==> config.mk <==
export PLATFORM = sky130hd
export DESIGN_NAME = sacp_adc_control
export DESIGN_NICKNAME = d
export VERILOG_FILES = /design/src/sacp_pkg.sv /design/src/sacp_adc_control.sv
export VERILOG_INCLUDE_DIRS = /design/src
export SDC_FILE = /design/constraint.sdc
export NUM_CORES = 1
export LEC_CHECK = 0
export BUFFER_PORTS_ARGS = -buffer_cell sky130_fd_sc_hd__buf_2
export CAP_MARGIN = 20
export CORE_ASPECT_RATIO = 0.8
export CORE_UTILIZATION = 39
export CTS_BUF_LIST = sky130_fd_sc_hd__clkbuf_4 sky130_fd_sc_hd__clkbuf_8
export CTS_CLUSTER_DIAMETER = 80
export CTS_CLUSTER_SIZE = 40
export DETAILED_ROUTE_END_ITERATION = 8
export GPL_TIMING_DRIVEN = 0
export SLEW_MARGIN = 20
export SYNTH_ARGS = -nofsm -noshare
export SYNTH_HDL_FRONTEND = slang
export SYNTH_SLANG_ARGS = --single-unit
==> constraint.sdc <==
create_clock -name clock -period 5.31 [get_ports clock]
set_input_delay 0.7965 -clock clock [delete_from_list [all_inputs] [get_ports clock]]
set_output_delay 0.7965 -clock clock [all_outputs]
set_load 0.005 [all_outputs]
==> src/sacp_defs.svh <==
// constants for the converter control block: bit positions, reset values,
// widths and timing counts; included by the package and the design file
`ifndef SACP_DEFS_SVH
`define SACP_DEFS_SVH

`define SACP_CLK_MHZ        200
`define SACP_REF_SETUP_US   1
`define SACP_REF_SETUP_CYC  (`SACP_REF_SETUP_US * `SACP_CLK_MHZ)
`define SACP_RES_BITS       10
`define SACP_MSB            4'h9
`define SACP_MSB_TRIAL      10'h200
`define SACP_PAD_BITS       6
`define SACP_CTRL_RESET     8'h00
`define SACP_CHSEL_RESET    8'h00
`define SACP_PFM_RESET      8'h00
`define SACP_PFT_RESET      8'h00
`define SACP_CTRL_CONV_EN   7
`define SACP_CTRL_MODE      6
`define SACP_CTRL_TSEL_HI   5
`define SACP_CTRL_TSEL_LO   1
`define SACP_CTRL_REF_EN    0
`define SACP_CHSEL_LO       0
`define SACP_CHSEL_HI       1
`define SACP_PFM_ENABLE     7
`define SACP_PFM_POLARITY   6
`define SACP_SAMPLE_CYC     8'h10
`define SACP_STEP_CYC       8'h04

`endif

==> src/sacp_pkg.sv <==
// types shared by the converter control block
// assumes sacp_defs.svh is on the include path
`include "sacp_defs.svh"

package sacp_pkg;

  typedef enum logic [3:0] {
    SACP_IDLE   = 4'b0001,
    SACP_SAMPLE = 4'b0010,
    SACP_STEP   = 4'b0100,
    SACP_DONE   = 4'b1000
  } sacp_state_e;

  typedef struct packed {
    logic [7:0]  ctrl;
    logic [7:0]  chSel;
    logic [7:0]  pfMode;
    logic [7:0]  pfThresh;
    logic [15:0] result;
    logic [9:0]  approx;
    logic [3:0]  bitIdx;
    logic [7:0]  timer;
    logic [7:0]  refCount;
    logic        refOn;
    logic        refReady;
    sacp_state_e state;
    logic        irq;
    logic        waitReq;
    logic [3:0]  digitalMask;
    logic [3:0]  chanOneHot;
    logic        sampleHold;
    logic [9:0]  dacCode;
    logic [2:0]  cmpSync;
    logic        cmpFilt;
  } sacp_state_s;

endpackage : sacp_pkg

==> src/sacp_adc_control.sv <==
// control logic of a four-channel 10-bit successive approximation converter
// assumes a simple cpu register port on the same clock and an analog front
// end (sample/hold, resistor string, comparator) driven from these outputs
//
// Functional notes
// - repeat conversions on selected channel while enabled
// - interrupt on every conversion, comparison off
// - with comparison on, interrupt only on match
// - unselected analog pins stay digital inputs
// - resolve approximation msb first, one bit/step
// - copy approximation into result after lsb
// - result in upper ten bits, low six zero
// - reset clears control register to zero
// - decode enable pair into four modes
// - 00 to 10 starts reference, clear stops it
// - 00 to 11 starts reference, clear keeps it
// - reference set-up at least 1 us
// - control register write inserts wait cycle
// - four channels, ten-bit results
// - compare enable: 0 normal, 1 power-fail
// - polarity 0 at-or-above, 1 below threshold
// - threshold against upper eight result bits
`timescale 1ns/1ps
`default_nettype none
`include "sacp_defs.svh"

module sacp_adc_control (
  input  wire logic        clock,
  input  wire logic        reset,
  input  wire logic        ctrlWrite,
  input  wire logic [7:0]  ctrlWdata,
  input  wire logic        chSelWrite,
  input  wire logic [7:0]  chSelWdata,
  input  wire logic        pfModeWrite,
  input  wire logic [7:0]  pfModeWdata,
  input  wire logic        pfThreshWrite,
  input  wire logic [7:0]  pfThreshWdata,
  input  wire logic        compareIn,
  output logic [7:0]  ctrlRdata,
  output logic [7:0]  chSelRdata,
  output logic [7:0]  pfModeRdata,
  output logic [7:0]  pfThreshRdata,
  output logic [15:0] resultRdata,
  output logic        busWait,
  output logic        conversionDoneIrq,
  output logic        refBoostOn,
  output logic        refReady,
  output logic        sampleHold,
  output logic [3:0]  channelSelect,
  output logic [3:0]  digitalInputEnable,
  output logic [9:0]  dacCode
);

  sacp_pkg::sacp_state_s s_q;
  sacp_pkg::sacp_state_s s_d;

  function automatic logic [3:0] chanDecode(input logic [7:0] sel);
    chanDecode = 4'h1 << sel[`SACP_CHSEL_HI:`SACP_CHSEL_LO];
  endfunction : chanDecode

  function automatic logic pfMatch(input logic [9:0] res,
                                   input logic [7:0] thr,
                                   input logic       below);
    pfMatch = below ? (res[9:2] < thr) : (res[9:2] >= thr);
  endfunction : pfMatch

  logic convEn;
  logic refEn;
  logic cmpBit;
  logic pfOn;
  logic pfBelow;
  logic [7:0] setupCyc;

  assign convEn   = s_q.ctrl[`SACP_CTRL_CONV_EN];
  assign refEn    = s_q.ctrl[`SACP_CTRL_REF_EN];
  assign cmpBit   = s_q.cmpFilt;
  assign pfOn     = s_q.pfMode[`SACP_PFM_ENABLE];
  assign pfBelow  = s_q.pfMode[`SACP_PFM_POLARITY];
  assign setupCyc = 8'(`SACP_REF_SETUP_CYC);

  always_comb
  begin
    s_d         = s_q;
    s_d.irq     = 1'b0;
    s_d.waitReq = 1'b0;
    // comparator crosses from the analog domain
    s_d.cmpSync = {s_q.cmpSync[1:0], compareIn};
    // level accepted once last two stages agree
    if (s_q.cmpSync[2] == s_q.cmpSync[1])
      s_d.cmpFilt = s_q.cmpSync[2];

    if (ctrlWrite)
    begin
      s_d.ctrl    = ctrlWdata;
      s_d.waitReq = 1'b1;
    end
    if (chSelWrite)
    begin
      s_d.chSel   = chSelWdata;
      s_d.waitReq = 1'b1;
    end
    if (pfModeWrite)
    begin
      s_d.pfMode  = {pfModeWdata[`SACP_PFM_ENABLE:`SACP_PFM_POLARITY],
                     {`SACP_PFM_POLARITY{1'b0}}};
      s_d.waitReq = 1'b1;
    end
    if (pfThreshWrite)
    begin
      s_d.pfThresh = pfThreshWdata;
      s_d.waitReq  = 1'b1;
    end

    // reference on while either enable bit set
    // auto on with conversion, off when cleared
    // stays on while reference enable held
    s_d.refOn = s_d.ctrl[`SACP_CTRL_CONV_EN] | s_d.ctrl[`SACP_CTRL_REF_EN];
    if (!s_q.refOn)
    begin
      s_d.refCount = 8'h00;
      s_d.refReady = 1'b0;
    end
    else if (s_q.refCount != setupCyc)
      s_d.refCount = s_q.refCount + 8'h01;
    else
      s_d.refReady = 1'b1;

    s_d.chanOneHot  = chanDecode(s_q.chSel);
    s_d.digitalMask = ~chanDecode(s_q.chSel);

    case (s_q.state)
      sacp_pkg::SACP_IDLE:
      begin
        s_d.sampleHold = 1'b0;
        if (convEn)
        begin
          s_d.state = sacp_pkg::SACP_SAMPLE;
          s_d.timer = `SACP_SAMPLE_CYC;
        end
      end
      sacp_pkg::SACP_SAMPLE:
      begin
        s_d.sampleHold = 1'b0;
        if (s_q.timer != 8'h00)
          s_d.timer = s_q.timer - 8'h01;
        else
        begin
          s_d.sampleHold = 1'b1;
          s_d.bitIdx  = `SACP_MSB;
          s_d.approx  = `SACP_MSB_TRIAL;
          s_d.dacCode = `SACP_MSB_TRIAL;
          s_d.timer   = `SACP_STEP_CYC;
          s_d.state   = sacp_pkg::SACP_STEP;
        end
      end
      sacp_pkg::SACP_STEP:
      begin
        if (s_q.timer != 8'h00)
          s_d.timer = s_q.timer - 8'h01;
        else
        begin
          // keep or drop trial bit, move to next
          s_d.approx[s_q.bitIdx] = cmpBit;
          if (s_q.bitIdx == 4'h0)
            s_d.state = sacp_pkg::SACP_DONE;
          else
          begin
            s_d.bitIdx = s_q.bitIdx - 4'h1;
            s_d.approx[s_q.bitIdx - 4'h1] = 1'b1;
            s_d.timer  = `SACP_STEP_CYC;
          end
          s_d.dacCode = s_d.approx;
        end
      end
      sacp_pkg::SACP_DONE:
      begin
        s_d.sampleHold = 1'b0;
        s_d.result = {s_q.approx, {`SACP_PAD_BITS{1'b0}}};
        s_d.irq = pfOn ? pfMatch(s_q.approx, s_q.pfThresh, pfBelow) : 1'b1;
        if (convEn)
        begin
          s_d.state = sacp_pkg::SACP_SAMPLE;
          s_d.timer = `SACP_SAMPLE_CYC;
        end
        else
          s_d.state = sacp_pkg::SACP_IDLE;
      end
      default:
        s_d.state = sacp_pkg::SACP_IDLE;
    endcase

    // clearing enable aborts a conversion in flight
    if (!convEn && s_q.state != sacp_pkg::SACP_DONE)
    begin
      s_d.state      = sacp_pkg::SACP_IDLE;
      s_d.sampleHold = 1'b0;
    end
  end

  always_ff @(posedge clock)
  begin
    if (reset)
    begin
      s_q             <= '0;
      s_q.ctrl        <= `SACP_CTRL_RESET;
      s_q.chSel       <= `SACP_CHSEL_RESET;
      s_q.pfMode      <= `SACP_PFM_RESET;
      s_q.pfThresh    <= `SACP_PFT_RESET;
      s_q.state       <= sacp_pkg::SACP_IDLE;
      s_q.digitalMask <= 4'hf;
    end
    else
      s_q <= s_d;
  end

  assign ctrlRdata          = s_q.ctrl;
  assign chSelRdata         = s_q.chSel;
  assign pfModeRdata        = s_q.pfMode;
  assign pfThreshRdata      = s_q.pfThresh;
  assign resultRdata        = s_q.result;
  assign busWait            = s_q.waitReq;
  assign conversionDoneIrq  = s_q.irq;
  assign refBoostOn         = s_q.refOn;
  assign refReady           = s_q.refReady;
  assign sampleHold         = s_q.sampleHold;
  assign channelSelect      = s_q.chanOneHot;
  assign digitalInputEnable = s_q.digitalMask;
  assign dacCode            = s_q.dacCode;

endmodule : sacp_adc_control
`default_nettype wire

# Word level (Yosys, flattened, before mapping)
# Index checks and enable logic that the tools add are counted.
[word_totals] in_bits=39 out_inout_bits=71 ff_bits=97
[op_classes] n_mux=30 n_addsub=3 n_shift=1 bitwise_logic=5 n_reduce_logical=17 order_cmp=6 n_eq_ne=14
[ops] cell="two-way mux 8 bit" n=4
[ops] cell="two-way mux 14 bit" n=2
[ops] cell="case mux 14 bit (2 select lines)" n=1
[ops] cell="case mux 8 bit (3 select lines)" n=1
[ops] cell="two-way mux 22 bit" n=1
[ops] cell="case mux 10 bit (2 select lines)" n=1
[ops] cell="two-way mux 4 bit" n=4
[ops] cell="case mux 4 bit (4 select lines)" n=1
[ops] cell="two-way mux 11 bit" n=1
[ops] cell="bitwise mux 10 bit" n=1
[ops] cell="less-than comparator 4 x 5 -> 1 bit (second input constant)" n=2
[ops] cell="two-way mux 10 bit" n=1
[ops] cell="!= test 2 bit (second input constant)" n=5
[ops] cell="OR 10 bit" n=1
[ops] cell="adder 8 x 1 -> 8 bit (second input constant)" n=1
[ops] cell="demux 1 bit (select 4 bit)" n=2
[ops] cell=">= comparator 4 x 1 -> 1 bit (second input constant)" n=2
[ops] cell=">= comparator 8 bit" n=1
[ops] cell="less-than comparator 8 bit" n=1
[ops] cell="two-way mux 1 bit" n=8
[ops] cell="!= test 8 bit (second input constant)" n=1
[ops] cell="AND reduction 4 bit" n=2
[ops] cell="nonzero test 8 bit" n=1
[ops] cell="OR reduction 2 bit" n=4
[ops] cell="other kinds (22)" n=27

# Logic depth before layout (Yosys ltp)
# Gate-level depths: netlist of run 1.
[depth] depth_word=9 depth_mapped=7 ltp_nobuf=7

# Least setup slack after synthesis of run 1
# No wires, ideal clock.
[synth_path] kind="register -> register" startpoint="register s_q[39] (netlist name)" endpoint="register s_q[40] (netlist name)" arrival_ns=1.807 setup_slack_ns=3.412 t_required_ns=5.219 path_buffers=0 setup_ns=0.091 stages_incl_launch_ff=8 cell_sequence="dfxtp_1 -> inv_1 -> ha_1 -> nor4b_1 -> and3_1 -> nand3_2 -> a31o_2 -> a311oi_1"
[synth_between] elab_chain_len=3 word_cells_on_any_way=7 classes_between="1 x add/sub; 1 x eq/ne; 3 x mux; 2 x reduce/logical"
[synth_rtl] element="start, declared" line_no="sacp_adc_control.sv:54" rtl="sacp_pkg::sacp_state_s s_q;"
[synth_rtl] element="subtractor 8 x 1 -> 8 bit or nonzero test 8 bit (tied branches)"
[synth_rtl] element="two-way mux 8 bit, or another cell as far along" line_no="sacp_adc_control.sv:158" rtl="if (s_q.timer != 8'h00)"
[synth_rtl] element="case mux 8 bit (3 select lines) or AND reduction 3 bit (tied branches)"
# Parallel ways exist; a longest one is shown, timed or not.
# A chain may end at the register's enable or synchronous reset.

# Worst setup path in the final report of run 1
[layout_path] startpoint="register s_q[39] (netlist name)" endpoint="register s_q[43] (netlist name)"
# Same word-level chain as after synthesis.

==> run_results.csv, run 1 <==
group,metric,value,unit
run_status,status,"finished clean",
sta,worst_pin_slew,0.8083,ns
hold_path,hp-class,"reg -> reg",
synthesis,async_flop_share,0,
final_layout,fin_area,0.005238,sq mm
clock_tree,insertion_delay,0.36,ns
route,via_count,3585,
synthesis,synth_top_cell_by_area,"dfxtp_1",
synthesis,synth_ff_type,"dfxtp_1",
critical_path,cp_data_arrival_time,2.71,ns
synthesis,synth_area,0.004380,sq mm
floorplan,die_w,120.5,um
critical_path,cp.required,5.59,ns
critical_path,cp_top_family,"simple AND/OR/NAND/NOR gates",
placement,dp.cells,742,
clock_tree,cts.htree.levels,3,
critical_path,path_buf_inv,1,
route,wl_per_cell,12.75,um
sta,fin_skew,0.009039,ns
pwr,p_leak,2.402,nW
final_layout,final_nets,660,
grt,antenna_found_initial,0,
floorplan,ioPinCount,110,
critical_path,cp_slowest_cell,"nor2_1",
grt,grt_pass1_vias,3326,
synthesis,ys_seq_area_frac,0.4022,
pwr,p_per_area,252.2,mW/mm^2
synthesis,synth-edff-count,0,
final_layout,syn_to_final_growth,19.57,%
clock_tree,cts_root_buf,"clkbuf_8",
critical_path,worst-setup-path-type,"reg -> reg",
clock_tree,cts_tree,"yes",
final_layout,drive_above_1_share,0.3002,
route,firstDrtPassIters,4,
route,drt-total-wl,9.649,mm
clock_tree,clock_sinks,88,
placement,placed_area,0.005042,sq mm
sta,post-route-period-util,0.4572,
clock_tree,holdBufCountCts,0,
placement,portBuffers,88,
sta,max_slew_margin,0.4561,
synthesis,synth_area_per_cell,8.778,sq um
sta,rsz0062_at_grt,"no",
grt,grt_remaining_overflow,0,
floorplan,dieArea,0.01166,sq mm
floorplan,coreArea,0.01089,sq mm
floorplan,row_count,34,
final_layout,fin_util,0.4809,
clock_tree,cts_made_buffers,9,
clock_tree,clockBufferDepth,2,
sta,slew_violations,0,
grt,grt_max_degree,14,
pwr,finalPower,1.321,mW
synthesis,yosysTopAreaCellShare,0.4022,
final_layout,nFillCells,1128,
synthesis,synth_area_leaders,"dfxtp_1, buf_4, mux2i_1",
sta,period_minus_slack,2.428,ns
placement,dpl.hpwl,7.159,mm
synthesis,ys_warn_count,0,
clock_tree,postCtsSetupRepairBufs,0,
critical_path,rrSetupSlack,2.88,ns
critical_path,max_stage_delay,0.58,ns
route,vias_per_cell,4.736,
final_layout,antenna_cells,0,
synthesis,synthCells,499,
final_layout,final_cells,757,
placement,gp_congestion,0.8280,
critical_path,critPathMaxFanout,10,
flow_run,cap_viol_max_count,0,
route,drc_errors,0,
grt,grt_usage,0.1729,
sta,setup_viol,0,
sta,hold_viol_final,0,
grt,grt_pass1_wl,16.07,mm
clock_tree,cts_resized,0,
floorplan,dieHeight,96.79,um
critical_path,end_kind,"register",
critical_path,cp-start-kind,"register",
synthesis,ys_types,52,
route,dr.first_iter.drc_count,130,
route,drtAntennaViolNets,0,
pwr,ir_worst_vdd,0.1473,mV
critical_path,path_cells,"inv_1 -> ha_1 -> nor4b_1 -> nand3_1 -> nor2_1 -> a2111oi_0 -> o21ai_0",
floorplan,start_util,0.4022,
sta,setup_tns,0,ns
clock_tree,path_clk_slew,0.08,ns
sta,max_freq,0.4119,GHz
synthesis,ys_ff_latch,88,
==> kinds of logic (layout without fill, tap and decap cells) <==
family / Yosys count / count (layout) / share of synthesized area
AND/OR/NAND/NOR: 158 / 158 / 0.1954
buffers and inverters: 108 / 211 / 0.1542
AO/OA/AOI/OAI: 92 / 92 / 0.1237
flip-flops: 88 / 88 / 0.4022
multiplexers: 31 / 31 / 0.07141
adder cells (fa/ha/maj): 12 / 12 / 0.03428
XOR/XNOR: 9 / 9 / 0.01800
other: 1 / 12 / 0.0008561
==> final cells by class <==
| cell class | instances | area [sq um] | share of cell area |
|---|---|---|---|
| sequential | 88 | 1762 | 0.3364 |
| clock buffer | 12 | 152.6 | 0.02914 |
| multi-input combinational | 314 | 1984 | 0.3789 |
| buffer | 90 | 608.1 | 0.1161 |
| tap | 144 | 180.2 | 0.03440 |
| inverter | 18 | 67.56 | 0.01290 |
| timing repair buffer | 88 | 440.4 | 0.08409 |
| clock inverter | 3 | 42.54 | 0.008122 |
==> synth_stat cells, drive strengths merged, types with 3 or more instances <==
| cell | count |
|---|---|
| ha | 12 |
| clkbuf | 17 |
| dfxtp | 88 |
| nand3b | 4 |
| a21o | 5 |
| nand2 | 27 |
| o21ai | 21 |
| nor3 | 9 |
| nor2 | 55 |
| or4 | 4 |
| inv | 18 |
| nand2b | 11 |
| and3 | 5 |
| nor4b | 4 |
| a31oi | 5 |
| o31ai | 5 |
| a21oi | 41 |
| nand3 | 15 |
| xor2 | 6 |
| nor2b | 7 |
| nand4b | 3 |
| xnor2 | 3 |
| buf | 73 |
| mux2i | 29 |
| nor4 | 3 |
==> through the flow <==
stage               hold slack [ns]  setup slack [ns]
detailed placement           0.4297             2.965
finish                       0.4405             2.882
global route                 0.4612             2.597
floorplan                    0.4138             3.412
CTS                          0.4489             2.930
global placement             0.4168             2.964
==> flip-flops by register name, indices dropped and copies added, names as in the netlist <==
name                count
ctrlRdata               8
pfModeRdata             2
resultRdata            10
refReady                1
chSelRdata              8
s_q                    29
busWait                 1
refBoostOn              1
s_d                     2
cmpBit                  1
sampleHold              1
conversionDoneIrq       1
dacCode                 7
channelSelect           4
pfThreshRdata           8
digitalInputEnable      4
==> where the power goes <==
part	internal [mW]	switching [mW]	total, mW
clock network	0.238	0.227	0.465
registers	0.681	0.0168	0.698
logic	0.0821	0.0763	0.158
==> worst paths after layout <==
check / startpoint / cells after the start / end
min reg2reg: s_d[2] / 1 / s_d[3]
max: s_q[39] / 7 / s_q[43]
max reg2reg: s_q[39] / 7 / s_q[43]
min: s_d[2] / 1 / s_d[3]
==> placed cells by master (no fill, tap or decap), types with 14 or more instances in the layout <==
master     n
buf_4     67
nand2_1   27
buf_2     91
mux2i_1   29
inv_1     18
a21oi_1   41
clkbuf_1  17
nand3_1   14
nor2_1    55
o21ai_0   21
dfxtp_1   88
==> layer usage <==
layer / global-route usage / up-vias / share of wire
met5: 0 / - / 0
met4: 0.05413 / 0 / 0.013
met3: 0.04599 / 10 / 0.051
met2: 0.2701 / 77 / 0.45
met1: 0.2319 / 1648 / 0.49
li1: - / 1850 / -
No activity file was read; power rests on OpenSTA's default activity.
==> run 2, diff against run 1 <==
Clock period 5.31 ns to 2.4 ns, I/O delays scaled along.
==> run_results.csv, run 2 (synthesized netlist as in run 1, its figures left out) <==
group,metric,value,unit
sta,period_minus_slack,2.142,ns
final_layout,syn_to_final_growth,19.88,%
final_layout,antenna_cells,0,
pwr,p_switching,706.8,uW
final_layout,fin_area,0.005251,sq mm
pwr,p_sw_frac,0.2418,
sta,setup_viol,0,
placement,placed_area,0.005042,sq mm
sta,setup_tns,0,ns
critical_path,critPathMaxFanout,9,
floorplan,ioPinCount,110,
critical_path,startpoint,"s_q[41]",
sta,fin_skew,0.008864,ns
critical_path,crit_path_end,"dacCode[0]",
clock_tree,cts.htree.levels,3,
sta,worst_pin_slew,0.8065,ns
placement,dpl.hpwl,7.159,mm
pwr,pwr-share-clk,0.351,
hold_path,hp-class,"in -> reg",
critical_path,end_kind,"register",
sta,hold_viol_final,0,
floorplan,dieHeight,96.79,um
final_layout,nFillCells,1128,
grt,antenna_found_initial,0,
floorplan,die_w,120.5,um
sta,rsz0062_at_grt,"no",
sta,post-route-period-util,0.8924,
sta,max_slew_margin,0.4573,
clock_tree,insertion_delay,0.36,ns
placement,portBuffers,88,
clock_tree,cts_root_buf,"clkbuf_8",
floorplan,start_util,0.4022,
route,wl_per_cell,12.65,um
critical_path,worst-setup-path-type,"reg -> reg",
critical_path,cp-start-kind,"register",
grt,grt_remaining_overflow,0,
route,via_count,3597,
route,drc_errors,0,
placement,gp_congestion,0.8280,
clock_tree,cts_made_buffers,9,
critical_path,rrSetupSlack,0.26,ns
run_status,status,"finished clean",
pwr,ir_worst_vdd,0.3257,mV
clock_tree,cts_tree,"yes",
critical_path,reg2reg_depth,5,
final_layout,final_nets,660,
sta,max_freq,0.4669,GHz
pwr,p_per_area,556.6,mW/mm^2
pwr,power.internal,2.216,mW
final_layout,layout_common_cells,"buf_2, dfxtp_1, buf_4",
route,vias_per_cell,4.752,
grt,grt_pass1_wl,16.07,mm
floorplan,row_count,34,
final_layout,largest-register,"s_q",
sta,slew_violations,0,
grt,grt_usage,0.1729,
clock_tree,path_clk_slew,0.08,ns
clock_tree,holdBufCountCts,0,
flow_run,cap_viol_max_count,0,
final_layout,final_cells,757,
floorplan,dieArea,0.01166,sq mm
grt,grt_max_degree,14,
final_layout,largest_reg_flops,29,
route,dr.first_iter.drc_count,156,
grt,grt_pass1_vias,3326,
pwr,comb_power_share,0.120,
critical_path,cp_data_arrival_time,2.42,ns
route,drtAntennaViolNets,0,
placement,dp.cells,742,
pwr,p_seq_frac,0.528,
floorplan,coreArea,0.01089,sq mm
final_layout,final_common_cell,"buf_2",
clock_tree,clock_sinks,88,
pwr,p_leak,2.404,nW
critical_path,reg2reg_to,"dacCode[0]",
critical_path,reg2reg_from,"s_q[41]",
route,firstDrtPassIters,4,
sta,whs,0.2151,ns
final_layout,drive_above_1_share,0.3034,
clock_tree,clockBufferDepth,2,
route,drt-total-wl,9.573,mm
critical_path,cp.required,2.68,ns
run 2: stage by stage:
stage	setup slack [ns]	power, mW	util
3_3_place_gp	0.05358	1.921	0.4630
6_report	0.2582	2.923	0.4822
4_1_cts	0.01990	2.961	0.4809
5_1_grt	0.01118	3.081	0.4822
3_5_place_dp	0.05521	1.929	0.4630
2_1_floorplan	0.5016	1.818	-
run 2: timing repair:
item                       CTS  global route
hold endpoints to repair     0             0
gates resized for setup      0             3
setup endpoints to repair    0            13
setup buffers                0             0
run 2: critical path, stage by stage, from the launching register on:
cell	delay, ns
dfxtp_1	0.37
nor3_4	0.40
nand4b_4	0.23
nor4b_1	0.69
a21oi_1	0.14
a211oi_1	0.23
run 2: per-layer routing:
metal / GRT usage / part of all wire
met2: 0.2701 / 0.44
met3: 0.04599 / 0.051
met4: 0.05413 / 0.015
met1: 0.2319 / 0.49
met5: 0 / 0
run 2: worst min path at each step:
stage	endpoint	cells after the start	start
after detailed placement	s_d[3]	1	s_d[2]
after floorplan	s_d[3]	1	s_d[2]
after CTS	s_d[2]	2	compareIn
after global routing	s_d[2]	2	compareIn
final	s_d[2]	2	compareIn
after global placement	s_d[3]	1	s_d[2]
run 2: power groups by stage:
| stage | Clock (mW) | Combinational (mW) | Sequential (mW) |
|---|---|---|---|
| floorplan | 0 | 0.249 | 1.57 |
| global placement | 0 | 0.345 | 1.58 |
| detailed placement | 0 | 0.351 | 1.58 |
| CTS | 1.06 | 0.353 | 1.54 |
| global route | 1.14 | 0.392 | 1.55 |
| finish | 1.03 | 0.352 | 1.54 |
run 2: area by class of cell:
| type | instances | area (sq um) | share of cell area |
|---|---|---|---|
| inverter | 18 | 67.56 | 0.01287 |
| timing repair buffer | 88 | 440.4 | 0.08387 |
| buffer | 90 | 608.1 | 0.1158 |
| multi-input combinational | 314 | 1998 | 0.3805 |
| clock buffer | 12 | 152.6 | 0.02907 |
| clock inverter | 3 | 42.54 | 0.008101 |
| tap | 144 | 180.2 | 0.03431 |
| sequential | 88 | 1762 | 0.3355 |
